## src/pkg/mid_pkg.sv

```systemverilog
// Constants and types of the multifunction input decoder.
// Assumes a single 25 MHz clock and an APB register port.
package mid_pkg;
	localparam int MID_NTERM = 5;
	localparam int MID_CLK_NS = 40;
	localparam int MID_TICK_NS = 1000000;
	localparam int MID_TICK_CYC = (MID_TICK_NS + MID_CLK_NS - 1) / MID_CLK_NS;
	localparam int MID_HOLD_MS = 2000;
	localparam int MID_REPEAT_MS = 100;
	// Register byte offsets.
	localparam logic [7:0] MID_OFS_CFG = 8'h00;
	localparam logic [7:0] MID_OFS_FUNC = 8'h04;
	localparam logic [7:0] MID_OFS_STEP = 8'h08;
	localparam logic [7:0] MID_OFS_PANEL = 8'h0c;
	localparam logic [7:0] MID_OFS_STAT = 8'h10;
	localparam logic [7:0] MID_OFS_UDF = 8'h14;
	// Field positions.
	localparam int MID_CFG_POL_LSB = 0;
	localparam int MID_CFG_POLICY_LSB = 8;
	localparam int MID_CFG_SCAN_LSB = 16;
	localparam int MID_STEP_LSB = 0;
	localparam int MID_LIMIT_LSB = 16;
	// Reset values.
	localparam logic [4:0] MID_RST_POL = 5'h00;
	localparam logic [1:0] MID_RST_POLICY = 2'h0;
	localparam logic [7:0] MID_RST_SCAN = 8'h01;
	localparam logic [8:0] MID_RST_STEP = 9'h000;
	localparam logic [15:0] MID_RST_LIMIT = 16'h1770;
	localparam logic [15:0] MID_RST_PANEL = 16'h0000;
	// Terminal function codes.
	localparam logic [4:0] MID_FN_PS_MSB = 5'h02;
	localparam logic [4:0] MID_FN_PS_MID = 5'h03;
	localparam logic [4:0] MID_FN_PS_LSB = 5'h04;
	localparam logic [4:0] MID_FN_JOG_FWD = 5'h06;
	localparam logic [4:0] MID_FN_JOG_REV = 5'h07;
	localparam logic [4:0] MID_FN_UP = 5'h08;
	localparam logic [4:0] MID_FN_DOWN = 5'h09;
	localparam logic [4:0] MID_FN_ACC2 = 5'h0a;
	localparam logic [4:0] MID_FN_HOLD = 5'h0b;
	localparam logic [4:0] MID_FN_RUN_ALT = 5'h0c;
	localparam logic [4:0] MID_FN_FRQ_ALT = 5'h0d;
	localparam logic [4:0] MID_FN_RAPID = 5'h0e;
	localparam logic [4:0] MID_FN_BLOCK = 5'h0f;
	localparam logic [4:0] MID_FN_PID_OFF = 5'h10;
	localparam logic [4:0] MID_FN_RESET = 5'h11;
	localparam logic [4:0] MID_FN_AUTO = 5'h12;
	// Post-stop policies.
	localparam logic [1:0] MID_POL_HOLD_DIS = 2'h0;
	localparam logic [1:0] MID_POL_ZERO = 2'h1;
	localparam logic [1:0] MID_POL_HOLD_EN = 2'h2;
	typedef enum logic [1:0] {
		MID_UD_IDLE = 2'b00,
		MID_UD_WAIT = 2'b01,
		MID_UD_REPEAT = 2'b11
	} mid_ud_t;
	// Decoded drive commands.
	typedef struct packed {
		logic [2:0] speed_idx;
		logic jog_fwd;
		logic jog_rev;
		logic jog_stop;
		logic acc_sel2;
		logic ramp_hold;
		logic run_src_alt;
		logic frq_src_alt;
		logic rapid_stop;
		logic output_block;
		logic pid_disable;
		logic fault_reset;
		logic auto_seq_en;
		logic updown_en;
		logic [15:0] updown_freq;
	} mid_cmd_t;
endpackage

```

## src/logic/mid_decoder.sv

```systemverilog
// Multifunction input decoder: five terminals to drive commands, APB slave.
// Assumes terminals are asynchronous pins and the drive supplies run state and output frequency.
// What this block does
// [RULE1] Three preset terminals form speed index bits
// [RULE2] Index selects its frequency and ramp pair
// [RULE3] Jog forward, jog reverse, both means stop
// [RULE4] Up terminal raises command to upper limit
// [RULE5] Down terminal lowers command to zero
// [RULE6] Short press changes exactly one step
// [RULE7] Function ten selects second ramp times
// [RULE8] Function eleven holds present output frequency
// [RULE9] Function twelve selects alternative run source
// [RULE10] Function thirteen selects alternative frequency source
// [RULE11] Function fourteen requests controlled deceleration stop
// [RULE12] Function fifteen blocks output, motor coasts
// [RULE13] Function sixteen disables PID while active
// [RULE14] Function seventeen clears resettable faults
// [RULE15] Function eighteen enables automatic run sequencer
// [RULE16] Policy zero holds frequency, stepping off stopped
// [RULE17] Policy one returns frequency to zero
// [RULE18] Policy two holds frequency, stepping stays on
// [RULE19] Policies zero, two copy output to panel
// [RULE20] States accepted after configured scan periods
// [RULE21] Scan period unit is one millisecond
// [RULE22] Per-terminal polarity bit, bit zero first
// [RULE23] Polarity before debounce, tick from clock
//
// Register access over APB and the register addresses were decided locally.
`timescale 1ns/100ps
module mid_decoder
	import mid_pkg::*;
#(
	parameter int TICK_CYCLES = MID_TICK_CYC,
	parameter int HOLD_MS     = MID_HOLD_MS,
	parameter int REPEAT_MS   = MID_REPEAT_MS
) (
	input  wire logic        pclk,
	input  wire logic        presetn,
	input  wire logic        psel,
	input  wire logic        penable,
	input  wire logic        pwrite,
	input  wire logic [7:0]  paddr,
	input  wire logic [31:0] pwdata,
	output logic      [31:0] prdata,
	output logic             pready,
	output logic             pslverr,
	input  wire logic [4:0]  multifunction_inputs,
	input  wire logic        run_active,
	input  wire logic [15:0] out_freq,
	output mid_cmd_t         cmd,
	output logic      [15:0] panel_freq
);
	// All state of the block sits in one struct.
	// Reset loads it with constants, and the registering process copies the next value.
	// No register is updated anywhere else, so every field has a single driver.
	typedef struct packed {
		logic [4:0]      s1;
		logic [4:0]      s2;
		logic [4:0]      stab;
		logic [4:0][7:0] cnt;
		logic [15:0]     tick_cnt;
		logic            tick;
		logic [15:0]     hold_ms;
		logic [15:0]     rep_ms;
		mid_ud_t         ud_st;
		logic            run_q;
		logic            rst_fn_q;
		logic [15:0]     udf;
		logic [15:0]     panel;
		logic [15:0]     limit;
		logic [8:0]      step;
		logic [4:0]      pol;
		logic [1:0]      policy;
		logic [7:0]      scan;
		logic [4:0][4:0] fn;
		logic [31:0]     rdata;
		logic            slverr;
		mid_cmd_t        cmd;
	} mid_state_t;

	// The timers compare against their last count, so each period spans exactly N ticks.
	// The parameters must stay below 65536, the width of the counters.
	localparam logic [15:0] TICK_LAST = 16'(TICK_CYCLES - 1);
	localparam logic [15:0] HOLD_LAST = 16'(HOLD_MS - 1);
	localparam logic [15:0] REP_LAST  = 16'(REPEAT_MS - 1);

	mid_state_t st_r;
	mid_state_t st_nxt;

	// Returns one when any accepted terminal carries the given function.
	// Several terminals may share one function; their states are then ORed.
	// A terminal with an unused code simply matches no function.
	function automatic logic fn_on(input logic [4:0][4:0] fn,
			input logic [4:0] act, input logic [4:0] code);
		logic hit;
		hit = 1'b0;
		for (int i = 0; i < MID_NTERM; i++) begin
			if (fn[i] == code && act[i]) begin
				hit = 1'b1;
			end
		end
		return hit;
	endfunction

	// Applies one up or down step with clamping at the limit or at zero.
	// The sum is one bit wider so a step near the top cannot wrap past the limit.
	// The difference is checked first so a large step cannot wrap below zero.
	function automatic logic [15:0] ud_apply(input logic [15:0] f,
			input logic [8:0] stp, input logic [15:0] lim, input logic up);
		logic [16:0] sum;
		sum = 17'(f) + 17'(stp);
		if (up) begin
			ud_apply = (sum > 17'(lim)) ? lim : sum[15:0];
		end else begin
			ud_apply = (f < 16'(stp)) ? 16'h0000 : 16'(f - 16'(stp));
		end
	endfunction

	// Returns one for register offsets that exist.
	// Every other offset, unaligned ones included, is refused with an error.
	function automatic logic addr_ok(input logic [7:0] a);
		return a == MID_OFS_CFG || a == MID_OFS_FUNC || a == MID_OFS_STEP
			|| a == MID_OFS_PANEL || a == MID_OFS_STAT || a == MID_OFS_UDF;
	endfunction

	always_comb begin
		logic [4:0]  corr;
		logic [7:0]  scan_eff;
		logic        up;
		logic        dn;
		logic        dir_up;
		logic        moving;
		logic        ud_en;
		logic        do_step;
		logic        run_fall;
		logic        rst_fn;
		logic        wr;
		logic [31:0] stat;
		corr = 5'h00;
		scan_eff = 8'h00;
		up = 1'b0;
		dn = 1'b0;
		dir_up = 1'b0;
		moving = 1'b0;
		ud_en = 1'b0;
		do_step = 1'b0;
		run_fall = 1'b0;
		rst_fn = 1'b0;
		wr = 1'b0;
		stat = 32'h0000_0000;
		st_nxt = st_r;

		// Two-stage synchroniser on the terminal pins.
		// The pins are asynchronous, so only the second stage is read by the decode.
		// A metastable first stage therefore never reaches the debounce counters.
		st_nxt.s1 = multifunction_inputs;
		st_nxt.s2 = st_r.s1;

		// One millisecond tick from the system clock. [RULE21] [RULE23]
		// The debounce, hold and repeat timers all count this tick.
		// Every timing figure of the block therefore scales with the tick parameter.
		st_nxt.tick = 1'b0;
		if (st_r.tick_cnt >= TICK_LAST) begin
			st_nxt.tick_cnt = 16'h0000;
			st_nxt.tick = 1'b1;
		end else begin
			st_nxt.tick_cnt = st_r.tick_cnt + 16'h0001;
		end

		// Polarity correction, then a persistence counter per terminal.
		// A normally closed contact is inverted first, so all later logic is active high.
		// A scan count of zero is treated as one, the shortest legal setting.
		// The counter restarts whenever the input agrees with the accepted state again.
		corr = st_r.s2 ^ st_r.pol; // [RULE22] [RULE23]
		scan_eff = (st_r.scan == 8'h00) ? 8'h01 : st_r.scan;
		for (int i = 0; i < MID_NTERM; i++) begin
			if (corr[i] == st_r.stab[i]) begin
				st_nxt.cnt[i] = 8'h00; // [RULE20]
			end else if (st_r.tick) begin
				if (st_r.cnt[i] + 8'h01 >= scan_eff) begin
					st_nxt.stab[i] = corr[i]; // [RULE20]
					st_nxt.cnt[i] = 8'h00;
				end else begin
					st_nxt.cnt[i] = st_r.cnt[i] + 8'h01;
				end
			end
		end

		// Level commands decoded from the accepted terminal states.
		// Each command follows its terminal one cycle after the state is accepted.
		// Changing a function code takes effect on the next cycle, without debounce.
		st_nxt.cmd.speed_idx = {fn_on(st_r.fn, st_r.stab, MID_FN_PS_MSB),
			fn_on(st_r.fn, st_r.stab, MID_FN_PS_MID),
			fn_on(st_r.fn, st_r.stab, MID_FN_PS_LSB)}; // [RULE1] [RULE2]
		st_nxt.cmd.jog_fwd = fn_on(st_r.fn, st_r.stab, MID_FN_JOG_FWD)
			& ~fn_on(st_r.fn, st_r.stab, MID_FN_JOG_REV); // [RULE3]
		st_nxt.cmd.jog_rev = fn_on(st_r.fn, st_r.stab, MID_FN_JOG_REV)
			& ~fn_on(st_r.fn, st_r.stab, MID_FN_JOG_FWD); // [RULE3]
		st_nxt.cmd.jog_stop = fn_on(st_r.fn, st_r.stab, MID_FN_JOG_FWD)
			& fn_on(st_r.fn, st_r.stab, MID_FN_JOG_REV); // [RULE3]
		st_nxt.cmd.acc_sel2 = fn_on(st_r.fn, st_r.stab, MID_FN_ACC2); // [RULE7]
		st_nxt.cmd.ramp_hold = fn_on(st_r.fn, st_r.stab, MID_FN_HOLD); // [RULE8]
		st_nxt.cmd.run_src_alt = fn_on(st_r.fn, st_r.stab, MID_FN_RUN_ALT); // [RULE9]
		st_nxt.cmd.frq_src_alt = fn_on(st_r.fn, st_r.stab, MID_FN_FRQ_ALT); // [RULE10]
		st_nxt.cmd.rapid_stop = fn_on(st_r.fn, st_r.stab, MID_FN_RAPID); // [RULE11]
		st_nxt.cmd.output_block = fn_on(st_r.fn, st_r.stab, MID_FN_BLOCK); // [RULE12]
		st_nxt.cmd.pid_disable = fn_on(st_r.fn, st_r.stab, MID_FN_PID_OFF); // [RULE13]
		st_nxt.cmd.auto_seq_en = fn_on(st_r.fn, st_r.stab, MID_FN_AUTO); // [RULE15]

		// Fault reset is a single pulse on activation of the reset terminal.
		// Holding the terminal on does not repeat the reset.
		// The terminal must be released and pressed again for another pulse.
		rst_fn = fn_on(st_r.fn, st_r.stab, MID_FN_RESET);
		st_nxt.rst_fn_q = rst_fn;
		st_nxt.cmd.fault_reset = rst_fn & ~st_r.rst_fn_q; // [RULE14]

		// Up/down is blocked while stopped only under the hold-and-disable policy.
		// Both terminals on at once cancel out, and the command does not move.
		// Under that policy the panel setting is the only way to change frequency.
		ud_en = st_r.run_q | (st_r.policy != MID_POL_HOLD_DIS); // [RULE16] [RULE18]
		st_nxt.cmd.updown_en = ud_en;
		up = fn_on(st_r.fn, st_r.stab, MID_FN_UP);
		dn = fn_on(st_r.fn, st_r.stab, MID_FN_DOWN);
		moving = (up ^ dn) & ud_en;
		dir_up = up;

		// Up/down sequencer: one step per press, repeat after the hold time.
		// A press shorter than the hold time therefore gives exactly one step.
		// Release returns to idle at once, so the next press starts a fresh hold.
		// Stepping stops at the upper limit or at zero and never wraps.
		case (st_r.ud_st)
			MID_UD_IDLE: begin
				if (moving) begin
					do_step = 1'b1; // [RULE6]
					st_nxt.hold_ms = 16'h0000;
					st_nxt.ud_st = MID_UD_WAIT;
				end
			end
			MID_UD_WAIT: begin
				if (!moving) begin
					st_nxt.ud_st = MID_UD_IDLE; // [RULE6]
				end else if (st_r.tick) begin
					if (st_r.hold_ms >= HOLD_LAST) begin
						st_nxt.rep_ms = 16'h0000;
						st_nxt.ud_st = MID_UD_REPEAT;
					end else begin
						st_nxt.hold_ms = st_r.hold_ms + 16'h0001;
					end
				end
			end
			MID_UD_REPEAT: begin
				if (!moving) begin
					st_nxt.ud_st = MID_UD_IDLE;
				end else if (st_r.tick) begin
					if (st_r.rep_ms >= REP_LAST) begin
						do_step = 1'b1; // [RULE4] [RULE5]
						st_nxt.rep_ms = 16'h0000;
					end else begin
						st_nxt.rep_ms = st_r.rep_ms + 16'h0001;
					end
				end
			end
			default: begin
				st_nxt.ud_st = MID_UD_IDLE;
			end
		endcase
		if (do_step) begin
			st_nxt.udf = ud_apply(st_r.udf, st_r.step, st_r.limit, dir_up); // [RULE4] [RULE5]
		end

		// Stop handling on the falling edge of the run signal.
		// The run input shares this clock, so it is compared with its registered copy.
		// The zero policy comes after the step logic, so it wins over a step.
		// A step that lands in the same cycle as the stop is therefore discarded.
		st_nxt.run_q = run_active;
		run_fall = st_r.run_q & ~run_active;
		if (run_fall && st_r.policy == MID_POL_ZERO) begin
			st_nxt.udf = 16'h0000; // [RULE17]
			st_nxt.ud_st = MID_UD_IDLE;
		end
		st_nxt.cmd.updown_freq = st_nxt.udf;

		// Status word for software.
		stat[4:0] = st_r.stab;
		stat[10:8] = st_r.cmd.speed_idx;
		stat[16] = st_r.cmd.jog_fwd;
		stat[17] = st_r.cmd.jog_rev;
		stat[18] = st_r.cmd.jog_stop;
		stat[19] = st_r.cmd.acc_sel2;
		stat[20] = st_r.cmd.ramp_hold;
		stat[21] = st_r.cmd.run_src_alt;
		stat[22] = st_r.cmd.frq_src_alt;
		stat[23] = st_r.cmd.rapid_stop;
		stat[24] = st_r.cmd.output_block;
		stat[25] = st_r.cmd.pid_disable;
		stat[26] = st_r.cmd.auto_seq_en;
		stat[27] = st_r.run_q;
		stat[28] = st_r.cmd.updown_en;

		// APB setup phase: read data and error are captured for the access phase.
		// The slave answers with no wait states, so pready is tied high.
		// The captured word stands unchanged until the next setup cycle.
		if (psel && !penable) begin
			st_nxt.slverr = !addr_ok(paddr)
				|| (pwrite && (paddr == MID_OFS_STAT || paddr == MID_OFS_UDF));
			st_nxt.rdata = 32'h0000_0000;
			case (paddr)
				MID_OFS_CFG: begin
					st_nxt.rdata[MID_CFG_POL_LSB +: 5] = st_r.pol;
					st_nxt.rdata[MID_CFG_POLICY_LSB +: 2] = st_r.policy;
					st_nxt.rdata[MID_CFG_SCAN_LSB +: 8] = st_r.scan;
				end
				MID_OFS_FUNC: st_nxt.rdata[24:0] = st_r.fn;
				MID_OFS_STEP: begin
					st_nxt.rdata[MID_STEP_LSB +: 9] = st_r.step;
					st_nxt.rdata[MID_LIMIT_LSB +: 16] = st_r.limit;
				end
				MID_OFS_PANEL: st_nxt.rdata[15:0] = st_r.panel;
				MID_OFS_STAT: st_nxt.rdata = stat;
				MID_OFS_UDF: st_nxt.rdata[15:0] = st_r.udf;
				default: st_nxt.rdata = 32'h0000_0000;
			endcase
		end

		// APB access phase: writes land at the completing edge.
		// A refused access leaves every register untouched.
		wr = psel & penable & pwrite & ~st_r.slverr;
		if (wr) begin
			case (paddr)
				MID_OFS_CFG: begin
					st_nxt.pol = pwdata[MID_CFG_POL_LSB +: 5];
					st_nxt.policy = pwdata[MID_CFG_POLICY_LSB +: 2];
					st_nxt.scan = pwdata[MID_CFG_SCAN_LSB +: 8];
				end
				MID_OFS_FUNC: st_nxt.fn = pwdata[24:0];
				MID_OFS_STEP: begin
					st_nxt.step = pwdata[MID_STEP_LSB +: 9];
					st_nxt.limit = pwdata[MID_LIMIT_LSB +: 16];
				end
				MID_OFS_PANEL: st_nxt.panel = pwdata[15:0];
				default: st_nxt.panel = st_nxt.panel;
			endcase
		end

		// A stop under any policy but one, the zero policy, copies output frequency into the panel setting; it wins over a write.
		if (run_fall && st_r.policy != MID_POL_ZERO) begin
			st_nxt.panel = out_freq; // [RULE19] [RULE16] [RULE18]
		end
	end

	// Registers the whole state.
	// Reset values are constants only, so the asynchronous branch stays clean.
	always_ff @(posedge pclk or negedge presetn) begin
		if (!presetn) begin
			st_r <= '0;
			st_r.ud_st <= MID_UD_IDLE;
			st_r.limit <= MID_RST_LIMIT;
			st_r.panel <= MID_RST_PANEL;
			st_r.step <= MID_RST_STEP;
			st_r.pol <= MID_RST_POL;
			st_r.policy <= MID_RST_POLICY;
			st_r.scan <= MID_RST_SCAN;
		end else begin
			st_r <= st_nxt;
		end
	end

	// Output assignments.
	// Data outputs come straight from registers; only pready and pslverr are combinational.
	// The error flag is masked to the access phase so it never shows in setup.
	assign prdata = st_r.rdata;
	assign pslverr = psel & penable & st_r.slverr;
	assign pready = 1'b1;
	assign cmd = st_r.cmd;
	assign panel_freq = st_r.panel;
endmodule

```

## config.mk

```make
export PLATFORM = sky130hd
export DESIGN_NAME = mid_decoder
export DESIGN_NICKNAME = d
export VERILOG_FILES = /design/src/pkg/mid_pkg.sv /design/src/logic/mid_decoder.sv
export SDC_FILE = /design/constraint.sdc
export NUM_CORES = 1
export LEC_CHECK = 0
export BUFFER_PORTS_ARGS = -buffer_cell sky130_fd_sc_hd__buf_2
export CAP_MARGIN = 20
export CORE_MARGIN = 2
export CORE_UTILIZATION = 55
export DETAILED_ROUTE_END_ITERATION = 8
export GPL_TIMING_DRIVEN = 0
export HOLD_SLACK_MARGIN = 0.08
export PLACE_DENSITY = 0.78
export SYNTH_ARGS = -nofsm -noshare
export SYNTH_HDL_FRONTEND = slang
export SYNTH_SLANG_ARGS = --single-unit
```

## constraint.sdc

```tcl
create_clock -name pclk -period 4 [get_ports pclk]
set_clock_uncertainty 0.15 [all_clocks]
set_input_delay 0.6 -clock pclk [delete_from_list [all_inputs] [get_ports pclk]]
set_output_delay 0.6 -clock pclk [all_outputs]
set_load 0.005 [all_outputs]
```

**Word-level counts from Yosys, hierarchy flattened**

Index checks and enable logic that the tools add are counted.

- Register bits after elaboration: 254
- Latch bits: 0
- Memory bits (writable): 0
- Bits in read-only memories: 0
- Output and inout port bits: 82
- Logic and storage cells: 451
- Memories: 0

- Add/subtract/negate cells: 10
- $mul: 0
- Divide/modulo/power cells: 0
- $lt $le $gt $ge: 10
- Eq/ne operators: 105
- Shifts and indexed selects: 0
- Multiplexer cells: 137
- Bitwise gates (word level): 23
- Reduce and logical (&&, ||, !) cells: 119

Operators with widths:

| cell | number |
|---|---|
| $mux 16 | 13 |
| $eq 5x4->1 const B | 40 |
| $mux 8 | 16 |
| $mux 1 | 85 |
| $logic_and 1x1->1 | 84 |
| $mux 81 | 1 |
| $eq 5x3->1 const B | 15 |
| $eq 5x5->1 const B | 15 |
| $pmux 16 s2 | 2 |
| $eq 5x2->1 const B | 10 |
| $mux 25 | 2 |
| $add 16x1->16 const B | 3 |
| $add 8x1->8 const B | 5 |
| $ge 8x8->1 | 5 |
| $mux 34 | 1 |
| $mux 32 | 1 |
| $pmux 8 s4 | 1 |
| $pmux 5 s6 | 1 |
| $pmux 6 s4 | 1 |
| $reduce_bool 2->1 | 11 |
| $mux 18 | 1 |
| $add 16x9->17 | 1 |
| $gt 17x16->1 | 1 |
| $eq 8x4->1 const B | 2 |
| other kinds (37) | 87 |

**Logic depth before layout (Yosys ltp)**

Gate-level depths: netlist (run 1).

- Depth in word-level cells: 13
- Depth in mapped cells: 17
- Depth with buffers taken out: 16

**Worst setup path after synthesis (run 1)**

OpenSTA, ideal clock, no wires.

- Path type: register to register
- Start point: register cmd[3] (netlist name)
- End point: register st_r (netlist bit cmd[3])
- Setup time: 0.146 ns
- Data arrival time: 3.632 ns
- Data required time: 3.704 ns
- Setup slack: 0.071 ns
- Stages on the path, launching flop included: 16
- Period minus slack after synthesis: 3.929 ns
- Cells stage by stage: dfrtp_1 ha_1 or2_2 a221oi_1 o311ai_0 a21oi_1 xor2_1 ha_1 o21ai_0 o21ai_0 o211ai_1 nand4_1 a21oi_2 buf_2 mux2i_1 o221ai_1

RTL lines:

| what | line | RTL |
|---|---|---|
| to (signal assigned) | mid_decoder.sv:364 | `st_r <= st_nxt;` |
| to (decl) | mid_decoder.sv:87 | `mid_state_t st_r;` |

==> impl_metrics.json, run 1 <==
{
  "cp.arrival_ns": 4.27,
  "path_buf_inv": 2,
  "critPathMaxStageDelay_ns": 0.44,
  "status": "finished, violations left",
  "global_route_wire_length_before_repair_mm": 71.9,
  "n_fill_cell": 2299,
  "type_of_the_setup_path_with_the_least_slack": "reg2reg",
  "antenna_found_initial": 1,
  "worst-path-max-fanout": 4,
  "timing.critical_path.from_type": "register",
  "worst_r2r_startpoint": "cmd[0]",
  "dr_total_vias": 13700,
  "synth-async-reset-ratio_pct": 100,
  "critical-path-top-delay-family": "compound AO/OA/AOI/OAI gates",
  "worst_hold_path.num_cells": 3,
  "peakVddDrop_uv": 316,
  "finalWeightedCongestion": 1.00,
  "critical_path.slowest_cell": "dfrtp_2",
  "cts-root-to-sink-buffers": 3,
  "clk_pin_slew_ns": 0.06,
  "timing.critical_path.cells": "ha_4 -> inv_2 -> fa_2 -> o21ba_4 -> o2111ai_4 -> a311oi_4 -> nor2_2 -> xor2_2 -> ha_4 -> a211oi_2 -> o21ai_1 -> o211ai_1 -> nand4_1 -> a21oi_4 -> buf_6 -> mux2i_1 -> o221ai_1",
  "synth.net_count": 1789,
  "tightestPinTransition_ns": 0.905,
  "drt_iter0_drc": 1323,
  "post_synth_instance_area_sq_um": 15500,
  "crit_path_end_kind": "register",
  "fmax_ghz": 0.249,
  "htree_levels": 1,
  "cts_tree": "done",
  "vias_per_cell": 6.10,
  "hold_path_end": "st_r[128]",
  "reg2reg_depth": 17,
  "netlist-cell-type-count": 84,
  "cts_root_buf": "clkbuf_16",
  "portBuffers": 147,
  "synth-edff-count": 0,
  "finalNetCount": 1997,
  "ioPinCount": 149,
  "grt_usage_pct": 31.5,
  "worst_skew_pair_latency_ns": 0.57,
  "grt_max_degree": 121,
  "num_rows": 61,
  "avgRoutedWirePerCell_um": 20.7,
  "cts-buffers-inserted": 30,
  "critical-path-top-cell-by-count": "ha_4",
  "layout-drive-gt1-share_pct": 23.0,
  "number_of_global_route_vias_before_repair": 13100,
  "slew-limit-headroom_pct": 38.1,
  "first_pass_iters": 6,
  "power_mw": 7.70,
  "report.final.setup_viol": 2,
  "synthDominantAreaCellType": "dfrtp_1",
  "failed_checks": "negative setup slack",
  "die_height_um": 172,
  "die_width_um": 172,
  "drt_wl_total_mm": 46.6,
  "grt_remaining_overflow": 0,
  "hpwlAfterDp_mm": 34.5,
  "ys_warn_count": 0,
  "worst_hold_path_type": "in2reg",
  "ys_seq_elements": 254,
  "synthTopCellsByArea": "dfrtp_1 40%, ha_1 6.9%, buf_4 4.1%",
  "final.setup.tns_ns": -0.0229,
  "detail_route.drc_violations": 0,
  "synthFlopType": "dfrtp_1",
  "syn_area_per_cell_sq_um": 9.48,
  "r2r_slack_ns": -0.02,
  "finalCritPeriodShare_pct": 100,
  "reg2reg_to": "cmd[2]",
  "hold_viol": 0,
  "cts_num_sinks": 254,
  "maxCapViolCount": 0,
  "ys_seq_area_share_pct": 41.1,
  "syn_to_final_growth_pct": 18.6,
  "min_from": "pwdata[30]",
  "leakage_nw": 8.80,
  "core_region_area_sq_um": 27800,
  "synthDominantCellAreaShare_pct": 39.7,
  "grt_setup_unrepaired": "true",
  "timing.final.crit_period_ns": 4.02,
  "setup_slack_ns": -0.0152,
  "die-area_sq_um": 29500,
  "start_util_pct": 55.8,
  "final-max-slew-violation-count": 0,
  "power_density_nw_per_um2": 419,
  "drtAntennaViolNets": 0,
  "worst-endpoint-required_ns": 4.26,
  "post_synth_inst_count": 1635
}
==> metal layers <==
metal | routed length (um) | GRT usage [%] | up-vias
li1 | - | - | 6281
met1 | 19800 | 43.8 | 6667
met2 | 20900 | 49.0 | 632
met3 | 4060 | 6.55 | 119
met4 | 1810 | 11.5 | 0
met5 | 0 | 0 | -
==> tightest hold or removal path: stages <==
cell	delay, ns
buf_2	0.08
nand2_1	0.03
o21ai_0	0.05
==> timing repair <==
item,4_1_cts,5_1_grt
setup buffers,13,9
hold buffers,7,0
cloned,1,0
gates resized for setup,32,20
pin swaps,8,14
endpoints found under the setup margin,16,16
hold endpoints to repair,37,0
==> through the flow <==
stage | instances | util, % | instance area (sq um) | setup slack, ns | hold slack, ns
2_1_floorplan | 1635 | - | 15500 | 0.0714 | 0.154
3_3_place_gp | 2160 | 60.1 | 16700 | -2.42 | 0.185
3_5_place_dp | 2162 | 60.4 | 16800 | -1.04 | 0.185
4_1_cts | 2239 | 65.7 | 18300 | 0.00553 | 0.0825
5_1_grt | 2246 | 66.1 | 18400 | -0.141 | 0.104
6_report | 2246 | 66.1 | 18400 | -0.0152 | 0.0924
==> logic make-up after synthesis <==
| logic type | count (synthesis) | synth area share, % |
|---|---|---|
| muxes | 79 | 5.48 |
| other | 2 | 0.0485 |
| and+or+nand+nor | 515 | 16.8 |
| adders and majority gates | 87 | 7.12 |
| xor gates and xnor gates | 76 | 4.46 |
| AOI/OAI and AO/OA | 397 | 17.2 |
| buffers and inverters | 225 | 7.75 |
| DFF | 254 | 41.1 |
==> layout make-up <==
class / instances / area [sq um] / area share, %
Multi-Input combinational cell: 1156 / 8160 / 44.4
Sequential cell: 254 / 6370 / 34.7
Timing Repair Buffer: 177 / 1040 / 5.64
Buffer: 156 / 958 / 5.22
Clock buffer: 38 / 842 / 4.58
Tap cell: 378 / 473 / 2.57
Clock inverter: 18 / 275 / 1.50
Inverter: 68 / 255 / 1.39
Antenna cell: 1 / 2.50 / 0.0136
==> sequential cells by signal, indices dropped and copies added, names as in the netlist <==
register,count
cmd,32
panel_freq,16
prdata,32
st_nxt,5
st_r,169
==> synth_stat cells, types with 21 or more instances <==
cell / count
a21oi_1: 62
a22oi_1: 39
a31oi_1: 32
a32o_1: 25
and3_1: 33
buf_4: 84
clkbuf_1: 53
dfrtp_1: 246
ha_1: 85
inv_1: 67
mux2_2: 47
mux2i_1: 32
nand2_1: 126
nand2b_1: 26
nand3_1: 73
nand4_1: 21
nor2_1: 114
o21ai_0: 110
xnor2_1: 39
xor2_1: 35
==> worst max path at each step <==
stage / startpoint / endpoint / slack, ns / depth (start not counted)
final: cmd[0] / cmd[2] / -0.02 / 17
after global routing: cmd[0] / cmd[6] / -0.14 / 17
after CTS: cmd[2] / cmd[11] / 0.006 / 17
after detailed placement: cmd[3] / cmd[14] / -1.04 / 15
after global placement: presetn / prdata[5] / -2.42 / 1
after floorplan: cmd[3] / cmd[3] / 0.07 / 15
==> layout by cell type (no fill, tap or decap), types with 13 or more instances in the layout <==
| cell | count |
|---|---|
| and3_1 | 33 |
| xor2_1 | 33 |
| nor2_1 | 113 |
| dfrtp_1 | 241 |
| ha_1 | 81 |
| a31oi_1 | 32 |
| a221oi_1 | 13 |
| mux2i_1 | 30 |
| and2_1 | 18 |
| nand2_1 | 126 |
| buf_4 | 103 |
| nor3_1 | 19 |
| nor2b_1 | 20 |
| mux2_2 | 47 |
| a22o_1 | 17 |
| a22oi_1 | 39 |
| a21oi_1 | 59 |
| clkbuf_1 | 55 |
| o21ai_0 | 107 |
| nand4_1 | 21 |
| nor4_1 | 14 |
| nand3_1 | 73 |
| clkbuf_16 | 31 |
| nand2b_1 | 24 |
| a32o_1 | 25 |
| xnor2_1 | 38 |
| buf_2 | 159 |
| inv_1 | 65 |
==> power breakdown <==
part           switching [mW]  total, mW  leakage, nW  internal, mW
Combinational            1.02       1.81         4.93         0.790
Sequential              0.131       2.80         3.32          2.66
Clock                    1.16       3.09        0.554          1.94
Note: power is estimated with default switching activity, not from simulation.
==> run 2, diff against run 1 <==
--- a/config.mk
+++ b/config.mk
@@ -13,6 +13,7 @@
 export GPL_TIMING_DRIVEN = 0
 export HOLD_SLACK_MARGIN = 0.08
 export PLACE_DENSITY = 0.78
+export SKIP_CTS_REPAIR_TIMING = 1
 export SYNTH_ARGS = -nofsm -noshare
 export SYNTH_HDL_FRONTEND = slang
 export SYNTH_SLANG_ARGS = --single-unit
==> run 2 against run 1 <==
Net effect: first-iteration DRC count increased by 2.5%; count of clock-buffer cells in the layout unchanged; worst setup slack got worse by 0.14 ns; global-route usage is 0.52 points lower; non-clock buffer count shrank 5; routed wire length is 1.1% lower; total power down 0.63%; sequential share of layout area is essentially flat; the run still ends with negative setup slack left; hold slack improved by 0.00061 ns; sequential power barely moved; combinational power shrank 3%; die area did not move.
==> impl_metrics.json, run 2 (synthesized netlist as in run 1, its figures left out) <==
{
  "cts_num_sinks": 254,
  "ioPinCount": 149,
  "syn_to_final_growth_pct": 18.4,
  "failed_checks": "negative setup slack",
  "die_height_um": 172,
  "peakVddDrop_uv": 318,
  "worst-endpoint-required_ns": 4.26,
  "power_density_nw_per_um2": 417,
  "slew-limit-headroom_pct": 37.5,
  "leakage_nw": 8.77,
  "status": "finished, violations left",
  "finalWeightedCongestion": 1.00,
  "power_mw": 7.65,
  "grt_max_degree": 121,
  "die_width_um": 172,
  "critical_path.slowest_cell": "dfrtp_2",
  "worst_skew_pair_latency_ns": 0.57,
  "drt_wl_total_mm": 46.0,
  "place_inst": 2162,
  "tightestPinTransition_ns": 0.914,
  "layout.cells.most_common_list": "241 x dfrtp_1, 159 x buf_2, 126 x nand2_1",
  "timing.critical_path.cells": "ha_4 -> inv_2 -> fa_2 -> o21ba_4 -> o2111ai_4 -> a311oi_4 -> nor3b_2 -> xor2_2 -> ha_1 -> nand4_1 -> nor3_2 -> o21ai_1 -> nand4_1 -> a21oi_4 -> buf_4 -> mux2i_1 -> o221ai_1",
  "clk_pin_slew_ns": 0.06,
  "num_rows": 61,
  "crit_path_end_kind": "register",
  "cts-buffers-inserted": 30,
  "die-area_sq_um": 29500,
  "worst-path-max-fanout": 4,
  "htree_levels": 1,
  "vias_per_cell": 6.03,
  "detail_route.drc_violations": 0,
  "final_design_area_no_fill_sq_um": 18400,
  "global_route_wire_length_before_repair_mm": 70.8,
  "final.hold.worst_slack_ns": 0.0930,
  "path_buf_inv": 2,
  "core_region_area_sq_um": 27800,
  "cts_tree": "done",
  "finalCritPeriodShare_pct": 104,
  "final.setup.tns_ns": -1.46,
  "drtAntennaViolNets": 0,
  "avgRoutedWirePerCell_um": 20.5,
  "number_of_global_route_vias_before_repair": 12900,
  "drt_iter0_drc": 1356,
  "grt_setup_unrepaired": "true",
  "first_pass_iters": 5,
  "final-max-slew-violation-count": 0,
  "grt_remaining_overflow": 0,
  "number_of_flip_flops_under_the_largest_register_name": 169,
  "fmax_ghz": 0.241,
  "hold_viol": 0,
  "regMostFlops": "st_r",
  "cts-root-to-sink-buffers": 3,
  "worst_hold_path_type": "in2reg",
  "final-instance-count-excl-fill": 2241,
  "timing.critical_path.from_type": "register",
  "timing.final.crit_period_ns": 4.16,
  "portBuffers": 147,
  "report.final.setup_viol": 13,
  "cts_root_buf": "clkbuf_16",
  "type_of_the_setup_path_with_the_least_slack": "reg2reg",
  "finalNetCount": 1992,
  "start_util_pct": 55.8,
  "antenna_found_initial": 1,
  "layout-drive-gt1-share_pct": 22.8,
  "maxCapViolCount": 0,
  "cp.arrival_ns": 4.41,
  "post_dp_cell_area_sq_um": 16800,
  "hpwlAfterDp_mm": 34.5,
  "grt_usage_pct": 31.0,
  "critPathMaxStageDelay_ns": 0.44,
  "critical-path-top-cell-by-count": "nand4_1",
  "layout_commonest_cell": "dfrtp_1",
  "setup_slack_ns": -0.158,
  "dr_total_vias": 13500,
  "critical-path-top-delay-family": "compound AO/OA/AOI/OAI gates"
}
==> run 2: final timing paths <==
path	from	endpoint	slack (ns)	cells after the start
hold reg to reg	st_nxt[260]	st_r[260]	0.20	0
max in group asynchronous	presetn	st_r[105]	1.99	4
min in group asynchronous	presetn	st_r[205]	0.35	2
hold / removal	pwdata[30]	st_r[128]	0.09	3
setup / recovery	cmd[0]	cmd[2]	-0.16	17
setup reg to reg	cmd[0]	cmd[2]	-0.16	17
==> run 2: routing by layer <==
layer	global-route usage, %	wire length [um]	vias to the layer above
met5	0	0	-
met4	10.9	1820	0
met3	6.36	3840	120
met2	48.3	20500	565
met1	43.2	19900	6556
li1	-	-	6262
==> run 2: tightest hold or removal path, cell delays in order <==
cell and delay (ns):
buf_2 0.08, nand2_1 0.03, o21ai_0 0.05
==> run 2: cell type report <==
cell class,instances,area [sq um]
tap,378,473
inverter,68,255
clock inverter,18,275
clock buffer,38,842
sequential,254,6370
fill,2304,9430
buffer,157,963
timing repair buffer,171,1000
multi-input combinational,1156,8160
antenna,1,2.50
==> run 2: per-stage QoR <==
step | utilization (%) | worst slack [ns]
after floorplan | - | 0.0714
after global placement | 60.1 | -2.42
after detailed placement | 60.4 | -1.04
after CTS | 64.4 | -1.04
after global routing | 66.1 | -0.314
final | 66.1 | -0.158
==> run 2: power breakdown <==
group	leakage [nW]	internal [mW]	switching, mW
logic	4.90	0.760	1.01
clock network	0.554	1.94	1.15
registers	3.32	2.66	0.130
total	8.77	5.36	2.29
==> run 3, diff against run 2 <==
--- a/config.mk
+++ b/config.mk
@@ -9,6 +9,7 @@
 export CAP_MARGIN = 20
 export CORE_MARGIN = 2
 export CORE_UTILIZATION = 55
+export CTS_BUF_LIST = sky130_fd_sc_hd__clkbuf_16
 export DETAILED_ROUTE_END_ITERATION = 8
 export GPL_TIMING_DRIVEN = 0
 export HOLD_SLACK_MARGIN = 0.08
==> run 3 against run 2 <==
Net effect: the flow still finishes with violations (negative setup slack); die area unchanged; sequential share of layout area is 0.076 points higher; first-iteration DRC count stayed put; utilization decreased by 0.14 points; total power is 1.1% lower; flip-flop and latch count stayed put; design area fell by 0.22%; global-route usage barely moved; combinational power hardly changed; final cell count stayed put; sequential power about the same; critical path type unchanged; critical endpoint unchanged.
==> impl_metrics.json, run 3 (synthesized netlist as in run 1, its figures left out) <==
{
  "p_clk_share_pct": 39.6,
  "finalNetCount": 1992,
  "syn_to_final_growth_pct": 18.2,
  "worst-endpoint-required_ns": 4.25,
  "hold_viol": 0,
  "layout-drive-gt1-share_pct": 22.6,
  "worst_skew_pair_latency_ns": 0.57,
  "path_buf_inv": 2,
  "cts_tree": "done",
  "cts_root_buf": "clkbuf_16",
  "cts-root-to-sink-buffers": 3,
  "layout.cells.most_common_list": "241 x dfrtp_1, 159 x buf_2, 126 x nand2_1",
  "final-max-slew-violation-count": 0,
  "core_region_area_sq_um": 27800,
  "p_seq_share_pct": 36.9,
  "critical-path-top-delay-family": "compound AO/OA/AOI/OAI gates",
  "timing.critical_path.from_type": "register",
  "maxCapViolCount": 0,
  "critical-path-top-cell-by-count": "nand4_1",
  "timing.critical_path.cells": "ha_4 -> inv_2 -> fa_2 -> o21ba_4 -> o2111ai_4 -> a311oi_4 -> nor3b_2 -> xor2_2 -> ha_1 -> nand4_1 -> nor3_2 -> o21ai_1 -> nand4_1 -> a21oi_4 -> buf_4 -> mux2i_1 -> o221ai_1",
  "drt_iter0_drc": 1356,
  "number_of_global_route_vias_before_repair": 12900,
  "finalCritPeriodShare_pct": 104,
  "portBuffers": 147,
  "drtAntennaViolNets": 0,
  "global_route_wire_length_before_repair_mm": 70.8,
  "grt_setup_unrepaired": "true",
  "cp.arrival_ns": 4.42,
  "worst_hold_path_type": "in2reg",
  "final.hold.worst_slack_ns": 0.0945,
  "failed_checks": "negative setup slack",
  "grt_remaining_overflow": 0,
  "final_design_area_no_fill_sq_um": 18300,
  "grt_usage_pct": 31.0,
  "ioPinCount": 149,
  "hpwlAfterDp_mm": 34.5,
  "finalWeightedCongestion": 1.00,
  "critPathMaxStageDelay_ns": 0.44,
  "start_util_pct": 55.8,
  "type_of_the_setup_path_with_the_least_slack": "reg2reg",
  "dr_total_vias": 13600,
  "report.final.setup_viol": 13,
  "p_comb_share_pct": 23.4,
  "clk_pin_slew_ns": 0.06,
  "vias_per_cell": 6.08,
  "number_of_flip_flops_under_the_largest_register_name": 169,
  "tightestPinTransition_ns": 0.910,
  "crit_path_end_kind": "register",
  "critical_path.slowest_cell": "dfrtp_2",
  "regMostFlops": "st_r",
  "cts_num_sinks": 254,
  "peakVddDrop_uv": 318,
  "final-instance-count-excl-fill": 2241,
  "n_fill_cell": 2311,
  "worst-path-max-fanout": 4,
  "htree_levels": 1,
  "die_height_um": 172,
  "layout_commonest_cell": "dfrtp_1",
  "first_pass_iters": 6,
  "setup_slack_ns": -0.165,
  "power.net_switching_mw": 2.29,
  "die_width_um": 172,
  "internal-power_mw": 5.28,
  "antenna_found_initial": 1,
  "drt_wl_total_mm": 46.0,
  "sw_frac_of_total_pct": 30.3,
  "detail_route.drc_violations": 0,
  "power_density_nw_per_um2": 413,
  "place_inst": 2162,
  "status": "finished, violations left",
  "die-area_sq_um": 29500,
  "slew-limit-headroom_pct": 37.8,
  "avgRoutedWirePerCell_um": 20.5,
  "timing.final.crit_period_ns": 4.17,
  "cts-buffers-inserted": 30,
  "post_dp_cell_area_sq_um": 16800,
  "leakage_nw": 8.76,
  "fmax_ghz": 0.240,
  "grt_max_degree": 121,
  "num_rows": 61
}
-- run 3: changes by cell type in the layout (fill, tap and decap cells not counted), sizes merged --
| cell | change |
|---|---|
| clkbuf | -7 |
| clkinv | +4 |
| inv | +3 |
-- run 3: path summary, 6_finish.rpt --
| check | cells after the start | slack, ns | start | to |
|---|---|---|---|---|
| setup / recovery | 17 | -0.17 | cmd[0] | cmd[2] |
| hold / removal | 3 | 0.09 | pwdata[30] | st_r[128] |
| setup reg to reg | 17 | -0.17 | cmd[0] | cmd[2] |
| hold reg to reg | 0 | 0.20 | st_nxt[260] | st_r[260] |
| max in group asynchronous | 4 | 1.93 | presetn | cmd[2] |
| min in group asynchronous | 2 | 0.35 | presetn | st_r[205] |
-- run 3: metrics by stage --
step	worst slack, ns	total power [mW]	TNS [ns]	utilization, %
floorplan	0.0714	3.82	0	-
global placement	-2.42	4.30	-604.56	60.1
detailed placement	-1.04	4.33	-13.08	60.4
CTS	-1.04	7.32	-13.22	64.2
global route	-0.314	7.86	-3.93	65.9
finish	-0.165	7.57	-1.58	65.9
-- run 3: area by class of cell --
cell class	instances	area, sq um	area share (%)
Antenna cell	1	2.50	0.0137
Buffer	157	963	5.26
Clock buffer	31	776	4.24
Clock inverter	25	302	1.65
Inverter	68	255	1.39
Multi-Input combinational cell	1156	8160	44.6
Sequential cell	254	6370	34.8
Tap cell	378	473	2.58
Timing Repair Buffer	171	1000	5.49
-- run 3: power by group through the flow --
stage | Sequential, mW | Clock (mW) | Combinational (mW)
final | 2.80 | 3.00 | 1.77
after global routing | 2.80 | 3.13 | 1.92
after CTS | 2.79 | 3.02 | 1.50
after detailed placement | 2.84 | 0 | 1.49
after global placement | 2.84 | 0 | 1.47
after floorplan | 2.78 | 0 | 1.04
-- run 3: layer usage --
layer  share of wire, %  global-route usage [%]  up-vias
met2                 45                    48.2      650
met3                9.1                    6.36      108
met1                 43                    43.4     6602
li1                   -                       -     6271
met5                  0                       0        -
met4                3.7                    10.8        0
-- run 3: tightest hold or removal path, stage by stage --
cell and delay, ns:
buf_2 0.08, nand2_1 0.03, o21ai_0 0.05
